==> src/rtc_consts.vh <==
// Overview of operation
// - Keep a 24-bit up-counter and a 12-bit prescale divider.
// - Count rate is slow clock divided by prescaler setting plus one.
// - Prescaler writable only while stopped; writes while running are ignored.
// - Start, clear and force-wrap reload the prescale countdown from the setting.
// - Counter steps on a slow edge when countdown is zero, then countdown reloads.
// - Tick event on every increment when routed; routing off after reset.
// - Force-wrap task loads the counter with 0xfffff0.
// - Wrap event on roll from 0xffffff to zero; routing off after reset.
// - Each event has its own route enable; unrouted events request no clock.
// - Clear never makes a compare event on a compare value of zero.
// - Start never makes a compare event when counter already equals compare value.
// - Compare event when counter steps from value minus one to the value.
// - Compare value two or more above count always hits when reached.
// - Compare value equal or one above the count may miss.
// - An old compare value more than two above the count never matches.
// - Counting runs from slow clock edges sampled on the fast clock while enabled, without bus activity.
// - Clear, stop and force-wrap act after a falling then rising slow edge.
// - A counter read holds the bus three cycles while the count is sampled.
// - Number of compare channels is a parameter, three or four.
`ifndef RTC_CONSTS_VH
`define RTC_CONSTS_VH

`define RTC_OFS_TASK_START 12'h000
`define RTC_OFS_TASK_STOP 12'h004
`define RTC_OFS_TASK_CLEAR 12'h008
`define RTC_OFS_TASK_WRAP 12'h00c
`define RTC_OFS_EV_TICK 12'h100
`define RTC_OFS_EV_WRAP 12'h104
`define RTC_PAGE_CMP_EV 8'h14
`define RTC_OFS_ROUTE 12'h340
`define RTC_OFS_ROUTE_SET 12'h344
`define RTC_OFS_ROUTE_CLR 12'h348
`define RTC_OFS_COUNT 12'h504
`define RTC_OFS_PRESCALE 12'h508
`define RTC_PAGE_CMP_VAL 8'h54

`define RTC_BIT_TICK 0
`define RTC_BIT_WRAP 1
`define RTC_BIT_CMP0 16

`define RTC_CNT_W 24
`define RTC_PRE_W 12
`define RTC_NEAR_WRAP 24'hfffff0
`define RTC_CNT_MAX 24'hffffff
`define RTC_HOLD_CYCLES 2'h3

`endif

==> src/rtc_compare_chan.v <==
`timescale 1ns/1ps
`include "rtc_consts.vh"
module rtc_compare_chan #(
   parameter CNT_W = `RTC_CNT_W
) (
   // Clock and reset
   input wire i_clk,
   input wire i_rst,
   input wire i_ce,
   // Value write
   input wire i_wr,
   input wire [CNT_W-1:0] i_wdata,
   // Counter step
   input wire i_step,
   input wire [CNT_W-1:0] i_cnt_next,
   // Results
   output wire [CNT_W-1:0] o_value,
   output wire o_hit
);
   reg [CNT_W-1:0] value_ff;

   // New value replaces the old on the write's clock edge, so a stale value can match only in the write cycle
   always @(posedge i_clk or posedge i_rst) begin
      if (i_rst) begin
         value_ff <= {CNT_W{1'b0}};
      end else if (i_ce && i_wr) begin
         value_ff <= i_wdata;
      end
   end

   // Only a real increment matches; clear, start and force-wrap never do
   assign o_hit = i_step && (i_cnt_next == value_ff);
   assign o_value = value_ff;
endmodule // rtc_compare_chan

==> src/rtc_counter.v <==
`timescale 1ns/1ps
`include "rtc_consts.vh"
module rtc_counter #(
   parameter N_CMP = 4,
   parameter CNT_W = `RTC_CNT_W,
   parameter PRE_W = `RTC_PRE_W
) (
   // Clock, reset, enable
   input wire I_MCLK,
   input wire I_RST,
   input wire I_CE,
   // Slow clock, sampled as a level
   input wire I_SLOW_CLK,
   // Register port
   input wire [11:0] I_ADDR,
   input wire [31:0] I_WDATA,
   input wire I_WR,
   input wire I_RD,
   output reg [31:0] O_RDATA,
   output reg O_BUS_HOLD,
   // Routed events, clock request and run state
   output reg O_EVT_TICK,
   output reg O_EVT_WRAP,
   output reg [N_CMP-1:0] O_EVT_CMP,
   output reg O_CLK_REQ,
   output reg O_RUNNING
);
   reg slow_ff;
   reg [3:0] pend_ff;
   reg armed_ff;
   reg run_ff;
   reg [CNT_W-1:0] cnt_ff;
   reg [PRE_W-1:0] pre_set_ff;
   reg [PRE_W-1:0] pre_cnt_ff;
   reg ev_tick_ff;
   reg ev_wrap_ff;
   reg [N_CMP-1:0] ev_cmp_ff;
   reg [31:0] route_ff;
   reg [1:0] hold_ff;

   reg [3:0] nxt_pend;
   reg nxt_armed;
   reg nxt_run;
   reg [CNT_W-1:0] nxt_cnt;
   reg [PRE_W-1:0] nxt_pre_cnt;
   reg step;
   reg [31:0] rd_mux;

   wire slow_rise;
   wire slow_fall;
   wire [3:0] task_wr;
   wire [3:0] apply;
   wire cmp_ev_page;
   wire cmp_val_page;
   wire [N_CMP-1:0] cmp_hit;
   wire [N_CMP-1:0] cmp_wr;
   wire [N_CMP*CNT_W-1:0] cmp_vals;
   wire wrap_hit;
   wire [N_CMP-1:0] cmp_route;
   wire [N_CMP-1:0] cmp_ev_wr;

   localparam T_START = 0;
   localparam T_STOP = 1;
   localparam T_CLEAR = 2;
   localparam T_WRAP = 3;

   // Counting needs slow clock edges sampled on the fast clock while enabled, never the register port
   assign slow_rise = I_SLOW_CLK && !slow_ff;
   assign slow_fall = !I_SLOW_CLK && slow_ff;

   assign task_wr[T_START] = I_WR && (I_ADDR == `RTC_OFS_TASK_START) && I_WDATA[0];
   assign task_wr[T_STOP] = I_WR && (I_ADDR == `RTC_OFS_TASK_STOP) && I_WDATA[0];
   assign task_wr[T_CLEAR] = I_WR && (I_ADDR == `RTC_OFS_TASK_CLEAR) && I_WDATA[0];
   assign task_wr[T_WRAP] = I_WR && (I_ADDR == `RTC_OFS_TASK_WRAP) && I_WDATA[0];

   // Tasks act on a rising slow edge after a falling one was seen
   assign apply = (slow_rise && armed_ff) ? pend_ff : 4'h0;

   assign cmp_ev_page = (I_ADDR[11:4] == `RTC_PAGE_CMP_EV) && (I_ADDR[1:0] == 2'h0);
   assign cmp_val_page = (I_ADDR[11:4] == `RTC_PAGE_CMP_VAL) && (I_ADDR[1:0] == 2'h0);
   assign wrap_hit = step && (cnt_ff == `RTC_CNT_MAX);
   assign cmp_route = route_ff[`RTC_BIT_CMP0 +: N_CMP];

   genvar g;
   generate
      for (g = 0; g < N_CMP; g = g + 1) begin : g_cmp
         assign cmp_wr[g] = I_WR && cmp_val_page && (I_ADDR[3:2] == g);
         assign cmp_ev_wr[g] = I_WR && cmp_ev_page && (I_ADDR[3:2] == g) && !I_WDATA[0];
         rtc_compare_chan #(
            .CNT_W(CNT_W)
         ) u_chan (
            .i_clk(I_MCLK),
            .i_rst(I_RST),
            .i_ce(I_CE),
            .i_wr(cmp_wr[g]),
            .i_wdata(I_WDATA[CNT_W-1:0]),
            .i_step(step),
            .i_cnt_next(nxt_cnt),
            .o_value(cmp_vals[g*CNT_W +: CNT_W]),
            .o_hit(cmp_hit[g])
         );
      end
   endgenerate

   // Task sequencing and the slow-domain count
   always @* begin
      nxt_pend = (pend_ff & ~apply) | task_wr;
      nxt_armed = armed_ff;
      if (|apply) begin
         nxt_armed = 1'b0;
      end else if (slow_fall && (|pend_ff)) begin
         nxt_armed = 1'b1;
      end
      nxt_run = run_ff;
      if (apply[T_START]) begin
         nxt_run = 1'b1;
      end
      if (apply[T_STOP]) begin
         nxt_run = 1'b0;
      end
      nxt_cnt = cnt_ff;
      nxt_pre_cnt = pre_cnt_ff;
      step = 1'b0;
      if (slow_rise && run_ff && !apply[T_STOP]) begin
         if (pre_cnt_ff == {PRE_W{1'b0}}) begin
            step = 1'b1;
            nxt_cnt = cnt_ff + {{(CNT_W-1){1'b0}}, 1'b1};
            nxt_pre_cnt = pre_set_ff;
         end else begin
            nxt_pre_cnt = pre_cnt_ff - {{(PRE_W-1){1'b0}}, 1'b1};
         end
      end
      if (apply[T_START] || apply[T_CLEAR] || apply[T_WRAP]) begin
         nxt_pre_cnt = pre_set_ff;
      end
      if (apply[T_CLEAR]) begin
         step = 1'b0;
         nxt_cnt = {CNT_W{1'b0}};
      end
      if (apply[T_WRAP]) begin
         step = 1'b0;
         nxt_cnt = `RTC_NEAR_WRAP;
      end
   end

   always @(posedge I_MCLK or posedge I_RST) begin
      if (I_RST) begin
         slow_ff <= 1'b0;
         pend_ff <= 4'h0;
         armed_ff <= 1'b0;
         run_ff <= 1'b0;
         cnt_ff <= {CNT_W{1'b0}};
         pre_cnt_ff <= {PRE_W{1'b0}};
         pre_set_ff <= {PRE_W{1'b0}};
         O_RUNNING <= 1'b0;
      end else if (I_CE) begin
         slow_ff <= I_SLOW_CLK;
         pend_ff <= nxt_pend;
         armed_ff <= nxt_armed;
         run_ff <= nxt_run;
         cnt_ff <= nxt_cnt;
         pre_cnt_ff <= nxt_pre_cnt;
         O_RUNNING <= nxt_run;
         if (I_WR && (I_ADDR == `RTC_OFS_PRESCALE) && !run_ff) begin
            pre_set_ff <= I_WDATA[PRE_W-1:0];
         end
      end
   end

   // Sticky event flags: a new event wins over a software clear
   always @(posedge I_MCLK or posedge I_RST) begin
      if (I_RST) begin
         ev_tick_ff <= 1'b0;
         ev_wrap_ff <= 1'b0;
         ev_cmp_ff <= {N_CMP{1'b0}};
      end else if (I_CE) begin
         if (step) begin
            ev_tick_ff <= 1'b1;
         end else if (I_WR && (I_ADDR == `RTC_OFS_EV_TICK) && !I_WDATA[0]) begin
            ev_tick_ff <= 1'b0;
         end
         if (wrap_hit) begin
            ev_wrap_ff <= 1'b1;
         end else if (I_WR && (I_ADDR == `RTC_OFS_EV_WRAP) && !I_WDATA[0]) begin
            ev_wrap_ff <= 1'b0;
         end
         ev_cmp_ff <= (ev_cmp_ff & ~cmp_ev_wr) | cmp_hit;
      end
   end

   // Routing enables, cleared at reset so no event is routed
   always @(posedge I_MCLK or posedge I_RST) begin
      if (I_RST) begin
         route_ff <= 32'h00000000;
      end else if (I_CE && I_WR) begin
         if (I_ADDR == `RTC_OFS_ROUTE) begin
            route_ff <= I_WDATA;
         end else if (I_ADDR == `RTC_OFS_ROUTE_SET) begin
            route_ff <= route_ff | I_WDATA;
         end else if (I_ADDR == `RTC_OFS_ROUTE_CLR) begin
            route_ff <= route_ff & ~I_WDATA;
         end
      end
   end

   // Routed event pulses; only routed events ask for the fast clocks
   always @(posedge I_MCLK or posedge I_RST) begin
      if (I_RST) begin
         O_EVT_TICK <= 1'b0;
         O_EVT_WRAP <= 1'b0;
         O_EVT_CMP <= {N_CMP{1'b0}};
         O_CLK_REQ <= 1'b0;
      end else if (I_CE) begin
         O_EVT_TICK <= step && route_ff[`RTC_BIT_TICK];
         O_EVT_WRAP <= wrap_hit && route_ff[`RTC_BIT_WRAP];
         O_EVT_CMP <= cmp_hit & cmp_route;
         O_CLK_REQ <= (step && route_ff[`RTC_BIT_TICK]) ||
                      (wrap_hit && route_ff[`RTC_BIT_WRAP]) ||
                      (|(cmp_hit & cmp_route));
      end
   end

   // Read data and the bus hold that follows a counter read
   always @* begin
      rd_mux = 32'h00000000;
      if (I_ADDR == `RTC_OFS_EV_TICK) begin
         rd_mux[0] = ev_tick_ff;
      end else if (I_ADDR == `RTC_OFS_EV_WRAP) begin
         rd_mux[0] = ev_wrap_ff;
      end else if (cmp_ev_page && (I_ADDR[3:2] < N_CMP)) begin
         rd_mux[0] = ev_cmp_ff[I_ADDR[3:2]];
      end else if ((I_ADDR == `RTC_OFS_ROUTE) || (I_ADDR == `RTC_OFS_ROUTE_SET) ||
                   (I_ADDR == `RTC_OFS_ROUTE_CLR)) begin
         rd_mux[`RTC_BIT_TICK] = route_ff[`RTC_BIT_TICK];
         rd_mux[`RTC_BIT_WRAP] = route_ff[`RTC_BIT_WRAP];
         rd_mux[`RTC_BIT_CMP0 +: N_CMP] = cmp_route;
      end else if (I_ADDR == `RTC_OFS_COUNT) begin
         rd_mux[CNT_W-1:0] = cnt_ff;
      end else if (I_ADDR == `RTC_OFS_PRESCALE) begin
         rd_mux[PRE_W-1:0] = pre_set_ff;
      end else if (cmp_val_page && (I_ADDR[3:2] < N_CMP)) begin
         rd_mux[CNT_W-1:0] = cmp_vals[I_ADDR[3:2]*CNT_W +: CNT_W];
      end
   end

   always @(posedge I_MCLK or posedge I_RST) begin
      if (I_RST) begin
         O_RDATA <= 32'h00000000;
         O_BUS_HOLD <= 1'b0;
         hold_ff <= 2'h0;
      end else if (I_CE) begin
         O_RDATA <= I_RD ? rd_mux : 32'h00000000;
         if (I_RD && (I_ADDR == `RTC_OFS_COUNT)) begin
            hold_ff <= `RTC_HOLD_CYCLES - 2'h1;
            O_BUS_HOLD <= 1'b1;
         end else if (hold_ff != 2'h0) begin
            hold_ff <= hold_ff - 2'h1;
            O_BUS_HOLD <= 1'b1;
         end else begin
            O_BUS_HOLD <= 1'b0;
         end
      end
   end
endmodule // rtc_counter

==> config.mk <==
export PLATFORM = sky130hd
export DESIGN_NAME = rtc_counter
export DESIGN_NICKNAME = d
export VERILOG_FILES = /design/src/rtc_compare_chan.v /design/src/rtc_counter.v
export VERILOG_INCLUDE_DIRS = /design/src
export SDC_FILE = /design/constraint.sdc
export NUM_CORES = 1
export LEC_CHECK = 0
export CORE_ASPECT_RATIO = 1.25
export CORE_MARGIN = 5
export CORE_UTILIZATION = 40
export DETAILED_ROUTE_END_ITERATION = 8
export DONT_BUFFER_PORTS = 1
export GPL_ROUTABILITY_DRIVEN = 0
export PLACE_DENSITY_LB_ADDON = 0.15
export SLEW_MARGIN = 40
export SYNTH_ARGS = -nofsm -noshare
export SYNTH_HDL_FRONTEND = slang
export SYNTH_SLANG_ARGS = --single-unit
==> constraint.sdc <==
create_clock -name I_MCLK -period 16.25 [get_ports I_MCLK]
set_clock_uncertainty 0.2 [all_clocks]
set_input_delay 3.25 -clock I_MCLK [delete_from_list [all_inputs] [get_ports I_MCLK]]
set_output_delay 3.25 -clock I_MCLK [all_outputs]
set_load 0.02 [all_outputs]
**Word-level counts from Yosys, hierarchy flattened**

Cells that the tools add are included.
W data, S select, Z words.

- Bitwise gates (word level): 10
- Equality and inequality tests: 20
- Reduce and logical (&&, ||, !) cells: 83
- $add $sub $neg: 3
- Multiply operators: 1
- Mux-type cells: 44
- Shift operators: 1
- Order comparisons: 1

Operator list:

| cell | number |
|---|---|
| $mux W24 | 7 |
| $eq A24 B24 Y1 | 4 |
| $mux W32 | 3 |
| $shiftx A96 B8 Y24 | 1 |
| $mux W23 | 3 |
| $mux W12 | 5 |
| $logic_and A1 B1 Y1 | 49 |
| $eq A12 B10 Y1 const B | 3 |
| $and A32 B32 Y32 | 1 |
| $not A32 Y32 | 1 |
| $or A32 B32 Y32 | 1 |
| $add A24 B1 Y24 const B | 1 |
| $eq A12 B11 Y1 const B | 2 |
| $eq A12 B4 Y1 const B | 2 |
| $eq A12 B9 Y1 const B | 2 |
| $eq A24 B24 Y1 const B | 1 |
| $logic_not A12 Y1 | 2 |
| $mux W1 | 18 |
| $reduce_and A2 Y1 | 8 |
| $mux W14 | 1 |
| $reduce_bool A2 Y1 | 7 |
| $and A4 B4 Y4 | 3 |
| $eq A12 B3 Y1 const B | 1 |
| $mux W4 | 3 |
| 17 further kinds | 34 |

- Logic and storage cells: 185
- Register bits: 231
- Output and inout port bits: 41
- Bits of input ports: 50

**Depth between registers and ports, before layout**

Gate-level depths: netlist (run 1).

- Word-level depth: 14
- Mapped depth: 15
- Mapped depth without buffers: 13

**Hierarchy**

From an unflattened synthesis (run 1), not the netlist that was laid out.

- Cells, all modules: 1024
- Area, all modules: 11224.5 um2

Modules (own cells, without submodules):

| module | seq. area each (um2) | instances | area each (um2) | cells an instance |
|---|---|---|---|---|
| rtc_counter | 2527.4 | 1 | 6595.1 | 684 |
| rtc_compare_chan | 600.6 | 4 | 1157.4 | 85 |

**Least setup slack after synthesis (run 1)**

OpenSTA, ideal clock, no wires.

- Path kind: input-to-reg
- Start: input I_SLOW_CLK
- End: register O_CLK_REQ
- Buffers on the path: 2
- Required time: 15.984 ns
- Stages: 13
- Arrival time: 6.083 ns
- Slack: 9.901 ns
- Setup time: 0.066 ns
- Cells stage by stage: buf_2 > and2b_1 > and3_2 > buf_1 > nand4_2 > nor2_1 > o32ai_1 > or4_1 > or4_4 > nor4_4 > a21oi_1 > o21ai_0 > o31a_1

- Longest elaborated chain between the ends: 13
- Elaborated cells between the ends (all ways): 27
- Those cells by class: eq/ne (4); mux (7); bitwise (1); reduce/logical (15)

RTL lines:

| element | RTL line | text |
|---|---|---|
| from (decl) | rtc_counter.v:13 | `input wire I_SLOW_CLK,` |
| $logic_and A1 B1 Y1 * | rtc_counter.v:68 | `assign slow_rise = I_SLOW_CLK && !slow_ff;` |
| $logic_and A1 B1 Y1 | rtc_counter.v:77 | `assign apply = (slow_rise && armed_ff) ? pend_ff : 4'h0;` |
| $mux W4 | rtc_counter.v:77 |  |
| $logic_not A1 Y1 | rtc_counter.v:124 | `if (slow_rise && run_ff && !apply[T_STOP]) begin` |
| $logic_and A1 B1 Y1 | rtc_counter.v:124 |  |
| $mux W24 | rtc_counter.v:124 |  |
| $mux W24 | rtc_counter.v:136 | `if (apply[T_CLEAR]) begin` |
| $mux W24 | rtc_counter.v:140 | `if (apply[T_WRAP]) begin` |
| $eq A24 B24 Y1 | rtc_compare_chan.v:32 | `assign o_hit = i_step && (i_cnt_next == value_ff);` |
| $logic_and A1 B1 Y1 | rtc_compare_chan.v:32 |  |
| $and A4 B4 Y4 | rtc_counter.v:219 | `(\|(cmp_hit & cmp_route));` |
| $reduce_or A4 Y1 | rtc_counter.v:219 |  |
| $logic_or A1 B1 Y1 * | rtc_counter.v:217 | `` O_CLK_REQ <= (step && route_ff[`RTC_BIT_TICK]) \|\| `` |
| to (signal assigned) | rtc_counter.v:217 |  |
| to (decl) | rtc_counter.v:25 | `output reg O_CLK_REQ,` |

Mark *: on every way between the ends. The rest lies on a longest branch, timed or not.
A chain may end at the register's enable or synchronous reset.

**Worst setup path in the final report (run 1)**

Ends and elaborated chain as after synthesis.

==> flow_summary_export.csv, run 1 <==
group,metric,value,unit
timing,fmax,147.6,MHz
placement,io_buffers,0,
timing,hold_viol,0,
timing,timing.hold.ws,0.2727,ns
worst_setup_path,cp-end-kind,"register",
clock_network,cts_tree,"yes",
worst_setup_path,worstRegToRegCells,10,
route,drc_errors,0,
route,ant_nets,0,
outcome,run_status,"complete, no violations",
synthesis,synth_edf_count,0,
floorplan,row_count,71,
synthesis,synth-seq-area-share,0.4074,
timing,finalSetupViolations,0,
min_path,min_path_cells,1,
grt,antenna_found_initial,0,
worst_setup_path,cp.arrival,6.96,ns
clock_network,cts_hold_buffers,0,
finish,synthToLayoutAreaGrowth,7.022,%
synthesis,synthCells,1228,
clock_network,cts.repair.resized,0,
floorplan,die_x,165.6,µm
clock_network,htree_levels,4,
finish,final-seq-area,4930,µm²
floorplan,core_area,30030,µm²
worst_setup_path,cp_num_buf_inv,0,
min_path,hp-class,"reg2reg",
floorplan,die_area,33850,µm²
finish,antenna_cells,0,
pwr,peakVddDrop,0.06383,mV
grt,grt_overflow,0,
route,vias_per_cell,6.307,
worst_setup_path,r2r-end,"O_EVT_CMP[0]",
timing,slew_headroom,0.3942,
worst_setup_path,cp_common_cell,"nor4_1",
worst_setup_path,reg2reg_from,"cnt_ff[11]",
clock_network,cts_setup_buffers,0,
timing,rsz0062_at_grt,"no",
grt,grt_util_met2,0.4024,
worst_setup_path,cp-start-kind,"input port",
synthesis,synth-async-reset-ratio,1.000,
finish,fin_nets,1229,
placement,pre_cts_ws,8.551,ns
clock_network,clk_path_buf_depth,2,
route,num_vias,10020,
grt,gr-usage-all-layers,0.2511,
synthesis,synth_seq_cells,197,
pwr,power_density,80.70,nW/µm²
route,wl_per_cell,26.28,µm
clock_network,clock_latency,0.45,ns
min_path,worstHoldStart,"hold_ff[0]",
clock_network,cts_sinks,197,
pwr,p_leak,5.315,nW
min_path,holdPathEnd,"hold_ff[0]",
finish,fillers,3002,
synthesis,synthFlopType,"dfrtp_1",
worst_setup_path,slowest_delay,0.72,ns
grt,met1_usage,0.3313,
job,max-cap-violations,0,
worst_setup_path,path_cells,"and2b_1, nand3_2, nor4_1, xnor2_1, o21a_1, xor2_1, nand2_1, nor4_1, nand4_1, o21ai_0, o31a_1",
grt,grt_pass1_vias,9683,
worst_setup_path,cp_slowest_cell,"nor4_1",
placement,hpwl,29420,µm
placement,placed_cell_area,12340,µm²
timing,finalCriticalPeriod,6.775,ns
timing,report.final.slew_viol_count,0,
worst_setup_path,cp_max_fo,20,
clock_network,clk_pin_slew,0.08,ns
grt,grt_start_max_net_pins,133,
route,wl,41730,µm
clock_network,cts_buffers,17,
route,drt_iter0_markers,1025,
worst_setup_path,crit_family,"simple AND/OR/NAND/NOR gates",
worst_setup_path,worstPathRequired,16.43,ns
synthesis,netlist_area,12100,µm²
worst_setup_path,rrSetupSlack,11.25,ns
timing,finalCritPeriodShare,0.4169,
floorplan,fp.dieH,204.4,µm
grt,busiest_layer,"met2",
clock_network,cts_root_buf,"clkbuf_16",
finish,multi_input_area,6701,µm²
grt,grt_pass1_wl,63470,µm
route,drtPass1Iterations,5,
floorplan,initial_core_util,0.4030,
finish,final_cell_area,12950,µm²
synthesis,yosysWarnings,0,
worst_setup_path,path_class,"in2reg",
timing,setup_ws,9.475,ns
synthesis,syn_avg_cell_area,9.853,µm²
grt,use_met3,0.03813,
timing,tns,0,ns
floorplan,ios,91,
synthesis,ys_types,85,
finish,drive_above_1_share,0.1929,
timing,tightest_slew,0.9018,ns
## cells by family after synthesis
kind of cell / count (synthesis) / synth area share
multiplexers: 141 / 0.1544
adder cells (fa/ha/maj): 3 / 0.003103
XOR/XNOR: 69 / 0.04995
other: 1 / 0.0003099
buffers and inverters: 117 / 0.04333
AO/OA/AOI/OAI: 291 / 0.1599
flip-flops: 197 / 0.4074
AND/OR/NAND/NOR: 409 / 0.1816
## power by group
part           switching (mW)  leakage (nW)  internal [mW]  total, mW
logic                  0.0574          2.37         0.0304     0.0877
clock network           0.195         0.293          0.245      0.440
registers              0.0178          2.65          0.499      0.517
total                   0.270          5.31          0.775       1.04
## synth_stat cells (12+ instances only)
cell type  instances  area share
dfrtp_1          197        0.41
a21oi_1           54       0.022
o22ai_1           13      0.0067
clkbuf_1          62       0.019
o21ai_0           81       0.034
nand4_1           28       0.014
nor4_1            23       0.012
nor2_1            91       0.028
nand3_1           52       0.022
mux2_2           112        0.10
o2bb2ai_1         25       0.018
a22o_1            16       0.012
nand2_1           92       0.029
a22oi_1           12      0.0074
xnor2_1           37       0.027
mux4_2            25       0.047
inv_1             20      0.0062
xor2_1            32       0.023
nor3_1            36       0.015
## routing by layer
metal,vias to the layer above,part of all wire
met3,99,0.066
met1,4986,0.39
met5,-,0
met2,441,0.49
li1,4490,-
met4,0,0.056
## layout make-up
cell class / count / share of cell area
clock buffers: 18 / 0.03392
clock inverters: 12 / 0.01179
inverters: 22 / 0.007344
multi-input cells: 921 / 0.5175
flip-flops and latches: 197 / 0.3807
well taps: 401 / 0.03875
repair buffers: 17 / 0.009953
## flip-flops by register name (all words and copies together) (netlist names), named ones only
| signal | count |
|---|---|
| g_cmp.u_chan.o_value | 96 |
| O_RDATA | 24 |
| cnt_ff | 24 |
| pre_cnt_ff | 12 |
| pre_set_ff | 12 |
| O_EVT_CMP | 4 |
| ev_cmp_ff | 4 |
| pend_ff | 4 |
| hold_ff | 2 |
| O_BUS_HOLD | 1 |
| O_CLK_REQ | 1 |
| O_EVT_TICK | 1 |
| O_EVT_WRAP | 1 |
| armed_ff | 1 |
| ev_tick_ff | 1 |
| ev_wrap_ff | 1 |
| run_ff | 1 |
| slow_ff | 1 |
## stage by stage
step | total power, mW | cells | utilization
floorplan | 0.5936 | 1235 | -
global placement | 0.6111 | 1557 | 0.4105
detailed placement | 0.6125 | 1557 | 0.4110
CTS | 1.052 | 1587 | 0.4307
global route | 1.081 | 1588 | 0.4312
finish | 1.045 | 1588 | 0.4312
## cell usage in the layout, fill, tap and decap left out, drive strengths merged, types with 17 or more instances in the layout
cell,n
clkbuf,18
dfrtp,197
nand2,93
nand4,31
xnor2,37
nor2,92
inv,23
o21ai,86
a21oi,54
nand3,53
nor3,39
o2bb2ai,25
xor2,32
mux4,25
buf,17
nor4,29
mux2,112
## worst max path at each step
stage	cells past startpoint	startpoint	to	slack [ns]
final	11	I_SLOW_CLK	O_CLK_REQ	9.48
after CTS	11	I_SLOW_CLK	O_EVT_CMP[0]	9.02
after global placement	11	I_SLOW_CLK	O_EVT_CMP[0]	8.59
after detailed placement	11	I_SLOW_CLK	O_EVT_CMP[0]	8.55
after global routing	11	I_SLOW_CLK	O_CLK_REQ	9.29
after floorplan	1	I_RST	O_BUS_HOLD	7.43
(Power assumes the default switching activity.)
==> run 2: changes to the inputs <==
==> constraint.sdc (replaced) <==
create_clock -name I_MCLK -period 6.2 [get_ports I_MCLK]
set_clock_uncertainty 0.2 [all_clocks]
set_input_delay 1.24 -clock I_MCLK [delete_from_list [all_inputs] [get_ports I_MCLK]]
set_output_delay 1.24 -clock I_MCLK [all_outputs]
set_load 0.02 [all_outputs]
==> flow_summary_export.csv, run 2 (synthesis gave the netlist of run 1 again) <==
group,metric,value,unit
worst_setup_path,rrSetupSlack,1.30,ns
outcome,run_status,"complete, no violations",
timing,report.final.slew_viol_count,0,
timing,slew_headroom,0.4017,
floorplan,fp.dieH,204.4,µm
finish,largest_reg_flops,96,
floorplan,initial_core_util,0.4030,
finish,drive_above_1_share,0.1958,
pwr,power_density,212.6,nW/µm²
route,wl_per_cell,26.01,µm
pwr,power,2.771,mW
pwr,peakVddDrop,0.1381,mV
clock_network,cts_hold_buffers,0,
finish,antenna_cells,0,
placement,place_inst,1563,
worst_setup_path,path_class,"reg2reg",
floorplan,ios,91,
worst_setup_path,endpoint,"O_EVT_CMP[0]",
grt,grt_overflow,0,
route,vias_per_cell,6.313,
worst_setup_path,worstPathRequired,6.39,ns
finish,layout_commonest_cell,"dfrtp_1",
grt,gr-usage-all-layers,0.2498,
finish,final_cell_mix,"dfrtp_1 (197), mux2_2 (112), nand2_1 (92), nor2_1 (86), o21ai_0 (81)",
finish,synthToLayoutAreaGrowth,7.704,%
worst_setup_path,cp-start-kind,"register",
clock_network,clock_latency,0.45,ns
floorplan,die_x,165.6,µm
clock_network,clk_pin_slew,0.08,ns
route,ant_nets,0,
finish,fillers,3020,
timing,finalCriticalPeriod,4.898,ns
clock_network,cts_root_buf,"clkbuf_16",
route,drtPass1Iterations,5,
worst_setup_path,cp_slowest_cell,"nor3_2",
timing,timing.hold.ws,0.2768,ns
clock_network,cts_buffers,17,
placement,pre_cts_ws,1.306,ns
route,wl,41520,µm
placement,placed_cell_area,12390,µm²
worst_setup_path,cp_common_cell,"nand2_1",
clock_network,clk_path_buf_depth,2,
worst_setup_path,worstSetupStartpoint,"pre_cnt_ff[0]",
grt,grt_pass1_wl,63470,µm
floorplan,row_count,71,
worst_setup_path,cp_max_fo,14,
worst_setup_path,reg2reg_from,"pre_cnt_ff[0]",
worst_setup_path,cp-end-kind,"register",
grt,grt_pass1_vias,9806,
timing,setup_ws,1.302,ns
timing,tns,0,ns
timing,tightest_slew,0.8926,ns
worst_setup_path,slowest_delay,0.87,ns
placement,hpwl,29850,µm
clock_network,cts_setup_buffers,0,
clock_network,htree_levels,4,
worst_setup_path,worstRegToRegCells,14,
timing,fmax,204.2,MHz
worst_setup_path,cp.arrival,5.09,ns
route,num_vias,10080,
grt,grt_start_max_net_pins,107,
timing,finalCritPeriodShare,0.7899,
pwr,p_leak,5.339,nW
route,drt_iter0_markers,912,
finish,final_cells,1596,
floorplan,core_area,30030,µm²
finish,fin_util,0.4340,
timing,rsz0062_at_grt,"no",
clock_network,cts_tree,"yes",
floorplan,die_area,33850,µm²
min_path,hp-class,"reg2reg",
worst_setup_path,r2r-end,"O_EVT_CMP[0]",
grt,antenna_found_initial,0,
worst_setup_path,path_cells,"inv_1, ha_1, nor4b_2, nand2_1, nor3_2, nand2_1, xnor2_1, a21oi_1, xor2_1, nand4_1, nor4_1, buf_4, and3_1, mux2_2",
timing,finalSetupViolations,0,
job,max-cap-violations,0,
finish,fin_nets,1235,
clock_network,cts.repair.resized,0,
placement,io_buffers,0,
route,drc_errors,0,
finish,final_cell_area,13030,µm²
clock_network,cts_sinks,197,
timing,hold_viol,0,
## run 2: changes by cell type in the layout (fill, tap and decap cells not counted), moves of 2 or more
cell and change:
buf_4 +5, clkbuf_8 +2, inv_6 -2, clkinv_4 +2
buf_12 +2
## run 2: worst min path at each step
stage | startpoint | to | slack, ns | cells past startpoint
finish | hold_ff[0] | hold_ff[0] | 0.28 | 1
global route | hold_ff[0] | hold_ff[0] | 0.31 | 1
CTS | hold_ff[0] | hold_ff[0] | 0.28 | 1
detailed placement | hold_ff[0] | hold_ff[0] | 0.27 | 1
global placement | hold_ff[0] | hold_ff[0] | 0.26 | 1
floorplan | hold_ff[0] | hold_ff[0] | 0.24 | 1
## run 2: routing by layer
metal,global-route usage,up-vias,wire [µm]
met5,0,-,0
met4,0.1076,0,1937
met2,0.4051,379,20140
li1,-,4508,-
met3,0.03530,89,2107
met1,0.3338,5099,17340
## run 2: final cells by class
type | instances | area, µm² | area share
Timing Repair Buffer | 23 | 201.4 | 0.01546
Tap cell | 401 | 501.7 | 0.03850
Inverter | 22 | 86.33 | 0.006625
Multi-Input combinational cell | 921 | 6694 | 0.5137
Clock inverter | 11 | 147.6 | 0.01133
Sequential cell | 197 | 4930 | 0.3783
Clock buffer | 21 | 470.5 | 0.03610
## run 2: power by group
part	leakage, nW	switching [mW]	internal (mW)
combinational	2.39	0.153	0.0832
clock	0.303	0.511	0.669
sequential	2.65	0.0463	1.31
## run 2: critical path, delay by kind of cell, from the launching register on
family | cells | cell delay [ns]
buffers and inverters | 2 | 0.25
adder cells (fa/ha/maj) | 1 | 0.18
multiplexers | 1 | 0.16
flip-flops | 1 | 0.40
AND/OR/NAND/NOR | 7 | 2.66
AO/OA/AOI/OAI | 1 | 0.42
XOR/XNOR | 2 | 0.54
